`config.mk`:
```
export PLATFORM = sky130hd
export DESIGN_NAME = mac_scan
export DESIGN_NICKNAME = d
export VERILOG_FILES = /design/src/mac_pkg.sv /design/src/mac_scan.sv
export SDC_FILE = /design/constraint.sdc
export NUM_CORES = 1
export LEC_CHECK = 0
export ABC_AREA = 1
export BUFFER_PORTS_ARGS = -buffer_cell sky130_fd_sc_hd__buf_2
export CAP_MARGIN = 40
export CELL_PAD_IN_SITES_DETAIL_PLACEMENT = 0
export CELL_PAD_IN_SITES_GLOBAL_PLACEMENT = 2
export CORE_UTILIZATION = 36
export CTS_CLUSTER_DIAMETER = 200
export DETAILED_ROUTE_END_ITERATION = 8
export PLACE_DENSITY = 0.8
export SETUP_SLACK_MARGIN = 0.05
export SYNTH_ARGS = -nofsm -noshare
export SYNTH_HDL_FRONTEND = slang
export SYNTH_SLANG_ARGS = --single-unit
```
`constraint.sdc`:
```
create_clock -name clk -period 6.1 [get_ports clk]
set_clock_uncertainty 0.15 [all_clocks]
set_input_delay 0 -clock clk [delete_from_list [all_inputs] [get_ports clk]]
set_output_delay 0 -clock clk [all_outputs]
set_load 0.05 [all_outputs]
```
`src/mac_pkg.sv`:
```
// Package with register map, field positions and timing constants of the monitor converter control.
package mac_pkg;
	// ----------------------------------------
	// Register map
	// ----------------------------------------
	localparam logic [7:0]  OPTION_ADDR_LO   = 8'h3A;
	localparam logic [7:0]  OPTION_ADDR_HI   = 8'h3B;
	localparam logic [15:0] OPTION_RESET     = 16'h2000;
	localparam logic [7:0]  RES_ADDR_FIRST   = 8'h26;
	localparam logic [7:0]  RES_ADDR_LAST    = 8'h2D;
	localparam int          BIT_REPEAT       = 15;
	localparam int          BIT_START        = 14;
	localparam int          BIT_RANGE        = 13;
	localparam int          NUM_CH           = 8;
	localparam logic [2:0]  CH_FIRST         = 3'h0;
	localparam logic [2:0]  CH_LAST          = 3'h7;
	// ----------------------------------------
	// Timing
	// ----------------------------------------
	localparam int          CLK_MHZ          = 100;
	localparam int          PASS_TIME_MS     = 10;
	localparam int          REPEAT_TIME_MS   = 1000;
	localparam int          PASS_CYCLES      = PASS_TIME_MS * 1000 * CLK_MHZ;
	localparam int          REPEAT_CYCLES    = REPEAT_TIME_MS * 1000 * CLK_MHZ;
	localparam int          CH_CYCLES        = PASS_CYCLES / NUM_CH;
	typedef enum logic [1:0] {
		MAC_IDLE,
		MAC_CONV,
		MAC_WAIT
	} mac_state_t;
endpackage

```
`src/mac_scan.sv`:
```
// Scan control of the monitor converter with its option register and result registers.
`timescale 1ns/1ps
// What this block does
// - Scan battery, system, currents, power, bus, comparator
// - No conversions in low power mode
// - Enabling converter on battery leaves low power
// - Mode 0: one pass after start
// - Mode 1: repeat pass every second
// - Pass takes about ten milliseconds with all eight channels enabled, a disabled channel is skipped in one cycle
// - Start bit self-clears after one-shot pass
// - Results land in registers 0x26 to 0x2D
// - Range select 0 low, 1 high, default 1
// - Eight channel enables, all off by default
module mac_scan #(
	parameter int PASS_CYC   = mac_pkg::PASS_CYCLES,
	parameter int REPEAT_CYC = mac_pkg::REPEAT_CYCLES
) (
	input  wire logic        clk,
	input  wire logic        rst_b,
	input  wire logic        reg_wr,
	input  wire logic        reg_rd,
	input  wire logic [7:0]  reg_addr,
	input  wire logic [7:0]  reg_wdata,
	output logic      [7:0]  reg_rdata,
	input  wire logic        low_power_req,
	input  wire logic        on_battery,
	input  wire logic [7:0]  conv_sample,
	output logic      [2:0]  conv_channel,
	output logic             conv_active,
	output logic             input_range_select,
	output logic             low_power_exit,
	output logic             scan_busy
);
	typedef struct packed {
		logic [15:0]         opt;
		logic [7:0][7:0]     res;
		mac_pkg::mac_state_t st;
		logic [2:0]          ch;
		logic [31:0]         tmr;
		logic [31:0]         rpt;
		logic                run;
		logic [7:0]          rdata;
		logic                lpx;
	} mac_st_t;

	logic    rst_meta_ff;
	logic    rst_sync_ff;
	mac_st_t cur_ff;
	mac_st_t nxt_cur;
	logic    lp_block;
	logic    ch_on;
	logic    start_req;

	// ----------------------------------------
	// Reset release
	// ----------------------------------------
	always_ff @(posedge clk or negedge rst_b) begin
		if (!rst_b) begin
			rst_meta_ff <= 1'b0;
			rst_sync_ff <= 1'b0;
		end else begin
			rst_meta_ff <= 1'b1;
			rst_sync_ff <= rst_meta_ff;
		end
	end

	// ----------------------------------------
	// Next state
	// ----------------------------------------
	always_comb begin
		nxt_cur   = cur_ff;
		ch_on     = cur_ff.opt[cur_ff.ch];
		start_req = cur_ff.opt[mac_pkg::BIT_START];
		lp_block  = low_power_req && !(on_battery && start_req);
		nxt_cur.lpx = on_battery && start_req;
		// Register writes.
		if (reg_wr && reg_addr == mac_pkg::OPTION_ADDR_LO) begin
			nxt_cur.opt[7:0] = reg_wdata;
		end
		if (reg_wr && reg_addr == mac_pkg::OPTION_ADDR_HI) begin
			nxt_cur.opt[15:8] = reg_wdata;
		end
		// Register reads.
		nxt_cur.rdata = 8'h00;
		if (reg_rd) begin
			if (reg_addr == mac_pkg::OPTION_ADDR_LO) begin
				nxt_cur.rdata = cur_ff.opt[7:0];
			end else if (reg_addr == mac_pkg::OPTION_ADDR_HI) begin
				nxt_cur.rdata = cur_ff.opt[15:8];
			end else if (reg_addr >= mac_pkg::RES_ADDR_FIRST && reg_addr <= mac_pkg::RES_ADDR_LAST) begin
				nxt_cur.rdata = cur_ff.res[3'(reg_addr - mac_pkg::RES_ADDR_FIRST)];
			end
		end
		// Repeat interval counter.
		if (cur_ff.rpt != 32'h0) begin
			nxt_cur.rpt = cur_ff.rpt - 32'h1;
		end
		case (cur_ff.st)
			mac_pkg::MAC_IDLE: begin
				if (start_req && !lp_block) begin
					nxt_cur.st  = mac_pkg::MAC_CONV;
					nxt_cur.ch  = mac_pkg::CH_FIRST;
					nxt_cur.tmr = 32'(PASS_CYC / mac_pkg::NUM_CH);
					nxt_cur.rpt = 32'(REPEAT_CYC);
					nxt_cur.run = 1'b1;
				end
			end
			mac_pkg::MAC_CONV: begin
				if (lp_block) begin
					nxt_cur.st  = mac_pkg::MAC_IDLE;
					nxt_cur.run = 1'b0;
				end else if (!ch_on || cur_ff.tmr <= 32'h1) begin
					if (ch_on) begin
						nxt_cur.res[cur_ff.ch] = conv_sample;
					end
					nxt_cur.tmr = 32'(PASS_CYC / mac_pkg::NUM_CH);
					if (cur_ff.ch == mac_pkg::CH_LAST) begin
						nxt_cur.run = 1'b0;
						if (cur_ff.opt[mac_pkg::BIT_REPEAT]) begin
							nxt_cur.st = mac_pkg::MAC_WAIT;
						end else begin
							nxt_cur.st = mac_pkg::MAC_IDLE;
							if (!(reg_wr && reg_addr == mac_pkg::OPTION_ADDR_HI)) begin
								nxt_cur.opt[mac_pkg::BIT_START] = 1'b0;
							end
						end
					end else begin
						nxt_cur.ch = cur_ff.ch + 3'h1;
					end
				end else begin
					nxt_cur.tmr = cur_ff.tmr - 32'h1;
				end
			end
			mac_pkg::MAC_WAIT: begin
				if (!start_req || !cur_ff.opt[mac_pkg::BIT_REPEAT] || lp_block) begin
					nxt_cur.st = mac_pkg::MAC_IDLE;
				end else if (cur_ff.rpt <= 32'h1) begin
					nxt_cur.st  = mac_pkg::MAC_CONV;
					nxt_cur.ch  = mac_pkg::CH_FIRST;
					nxt_cur.rpt = 32'(REPEAT_CYC);
					nxt_cur.run = 1'b1;
				end
			end
			default: begin
				nxt_cur.st = mac_pkg::MAC_IDLE;
			end
		endcase
	end

	// ----------------------------------------
	// State register
	// ----------------------------------------
	always_ff @(posedge clk or negedge rst_sync_ff) begin
		if (!rst_sync_ff) begin
			cur_ff     <= '0;
			cur_ff.opt <= mac_pkg::OPTION_RESET;
			cur_ff.st  <= mac_pkg::MAC_IDLE;
		end else begin
			cur_ff <= nxt_cur;
		end
	end

	// ----------------------------------------
	// Outputs
	// ----------------------------------------
	always_ff @(posedge clk or negedge rst_sync_ff) begin
		if (!rst_sync_ff) begin
			conv_channel       <= mac_pkg::CH_FIRST;
			conv_active        <= 1'b0;
			input_range_select <= 1'b1;
			low_power_exit     <= 1'b0;
			scan_busy          <= 1'b0;
		end else begin
			conv_channel       <= nxt_cur.ch;
			conv_active        <= nxt_cur.st == mac_pkg::MAC_CONV;
			input_range_select <= nxt_cur.opt[mac_pkg::BIT_RANGE];
			low_power_exit     <= nxt_cur.lpx;
			scan_busy          <= nxt_cur.run;
		end
	end

	assign reg_rdata = cur_ff.rdata;
endmodule // mac_scan

```
==> metrics <==
status=completed; Multi-input gate area=approximately 3800 µm²; post-synth top area share=46.4%; final setup vio count=0; xor/xnor share of the synthesized area=2.72%; Comb power frac=~23%; CTS max path bufs=2; compound-cell area share of the yosys netlist=roughly 11%; GRT Overall Usage=approximately a fifth; largest net degree at the start of global routing=between 60 and 70; final cycle utilization of the critical path=47.9%; initial antenna violation count=0; GPL Wtd Cong=approximately 0.79; final hold violations=0; Cells after Synth=1148; htree depth=4; Detailed Route Iter0 Violations=430; Syn Nets=around 1200; final count of pins violating max slew=0; # fillers=2544; largest family of logic cells by synthesized area=simple AND/OR/NAND/NOR gates; Post-Synth Simple-Gate Area=between 20% and 30%; IO Port Bufs=44; fraction of registers with async set/reset=100%; number of synthesized register bits=162; Chip Width=157 µm; crit-path cells=inv_1 > ha_1 > o21ai_1 > nor3_2 > nand4_4 > nor2_2 > o21ai_0; WP buf/inv=1; sequential share of the synthesized area=46.7%; Mean Syn Cell Area=7.56 µm²; adder-cell share of the synthesized area=1.44%; Reg clk slew, reported paths=80 ps; CTS sink count=~160; crit path max fanout=32; min Tclk post-route=2920 ps; clock share of power=36.0%; vias=7270; Vias/cell=4.75; Die Area=about 25000 µm²; Hold Path Class=in2reg; number of buffers created by CTS=17; Clock Tree Root=clkbuf_16; fraction of layout cells with a size suffix above 1=9.24%; P&R area growth vs syn=14.9%; register area=4060 µm²; setup tns final=0 ps; Initial Utilization=36.9%; pre-CTS setup slack=about 3100 ps; clock latency on the worst-skew pair=around 440 ps; HPWL after DPL=16.7 mm; row count=56; global-route wire length before repair=approximately 38 mm; commonest non-fill, non-tap cell in the layout=nand2_1; Final ANT Viol Nets=0; Setup CP Type=reg2reg; Seq pwr share=40.9%; internal power=1.99 mW; Ys Warns=0; Sw Share=36.1%; Primary FF master, synth=dfrtp_1; Cell Area, Synth=8680 µm²; switching power=1.13 mW; unrepaired setup endpoints after global routing=false; Critical Path Start=cur_ff[42]$_DFFE_PN0P_; io pins=45; global route overflow=0; f_max=approximately 0.34 GHz; leading area contributor after synthesis=dfrtp_1; Power Dens Cells=around 310 nW/µm²; Routed Wire Length=around 23 mm; Leak=between 4 and 5 nW; Critical-path top delay cell=nor2_2; Max Cap Viol=0; Worst VDD drop=between 150 and 200 µV; Crit path max-delay family=simple AND/OR/NAND/NOR gates; HP Start=reg_addr[3]; Startpoint Class=flop; post-synth cell types=42; launching point of the worst reg2reg path=cur_ff[42]$_DFFE_PN0P_; number of global-route vias before repair=7221; slack of the critical path=3180 ps; CORE AREA=roughly 24000 µm²; Final Net Count=1239; Setup Fix Bufs, Post-CTS=0; first-pass iteration count of the detailed router=5; slew of the pin with the lowest slew margin=817 ps; CTS tree=done; crit end category=flop; Area contributors post-synth=dfrtp_1 46%, nand2_1 13%, inv_1 6.1%, nor2_1 5.8%, o21ai_0 4.0%; WP data required=6240 ps; Largest stage delay, worst path=670 ps; Ant. Diodes=0; commonest cells after routing, fill and taps aside=310 x nand2_1, 160 x dfrtp_1, 141 x inv_1; Worst EP arrival=3070 ps; chip height=~160 µm; DRC Markers=0; Post-synth EDFFs=0; Worst slew margin=45.5%; mux contribution to synthesized area=less than 1%; drt wl/cell=15.1 µm
power groups by stage:
stage	combinational (mW)	clock (mW)	sequential [mW]
global placement	0.718	0	1.30
detailed placement	0.719	0	1.30
global route	0.833	1.19	1.30
floorplan	0.524	0	1.29
finish	0.719	1.12	1.28
CTS	0.734	1.15	1.28
metal layers:
metal	vias up	GRT usage (%)	routed length, µm
met2	92	34.4	11400
met3	21	4.02	612
met4	0	5.55	340
met5	-	0	0
met1	3393	25.4	10800
li1	3764	-	-
repair_timing:
action / 4_1_cts / 5_1_grt
setup endpoints to repair: 0 / 0
gates resized for setup: 0 / 0
hold buffers: 25 / 0
endpoints found under the hold margin: 94 / 0
kinds of logic (layout without fill, tap and decap cells):
group	after synthesis	count (layout)
flip-flops	162	162
multiplexers	1	1
XOR/XNOR	27	27
AND/OR/NAND/NOR	582	582
buffers and inverters	192	256
other	1	1
AO/OA/AOI/OAI	173	173
adder cells (fa/ha/maj)	10	10
flip-flops by register name, indices dropped and copies added, names as in the netlist:
signal / flops
low_power_exit: 1
conv_active: 1
scan_busy: 1
cur_ff: 146
rst_meta_ff: 1
reg_rdata: 8
conv_channel: 3
rst_sync_ff: 1
cell type report:
| cell class | instances | share of cell area (%) |
|---|---|---|
| Clock buffer | 17 | 4.26 |
| Inverter | 150 | 5.64 |
| Tap cell | 319 | 4.00 |
| Multi-Input combinational cell | 794 | 38.4 |
| Sequential cell | 162 | 40.7 |
| Timing Repair Buffer | 74 | 5.13 |
| Clock inverter | 15 | 1.89 |
cell usage after synthesis (11+ instances only):
cell type and instances:
dfrtp_1 161, xor2_1 27, nand4_1 14, inv_1 141, o21ai_0 70, buf_4 11
nand2_1 310, o21ai_1 38, buf_2 15, nor3_1 23, nor2_1 133, clkbuf_1 14
nand3_1 67, a21oi_1 31
final timing paths:
kind,to,slack (ps),cells after the start
min in group asynchronous,reg_rdata[7]$_DFF_PN0_,200,0
worst min register to register,reg_rdata[7]$_DFF_PN0_,200,0
worst max register to register,cur_ff[127]$_DFFE_PN0P_,3180,7
max in group asynchronous,cur_ff[98]$_DFFE_PN0P_,4340,1
worst min-delay path,reg_rdata[5]$_DFF_PN0_,20,5
worst max-delay path,cur_ff[127]$_DFFE_PN0P_,3180,7
per-stage QoR:
step | hold WS, ps | total power, mW | area [µm²] | utilization (%) | instances
2_1_floorplan | -446 | 1.82 | 8680 | - | 1148
3_3_place_gp | -363 | 2.02 | 9090 | 38.6 | 1472
3_5_place_dp | -358 | 2.02 | 9110 | 38.7 | 1474
4_1_cts | 9.44 | 3.16 | 9980 | 42.4 | 1531
5_1_grt | 41.2 | 3.32 | 9980 | 42.4 | 1531
6_report | 21.4 | 3.12 | 9980 | 42.4 | 1531
tightest hold or removal path, delay by kind of cell:
family	cells	cell delay, ps
AND/OR/NAND/NOR	2	260
AO/OA/AOI/OAI	2	210
buffers and inverters	1	110
Note: power is estimated with default switching activity, not from simulation.
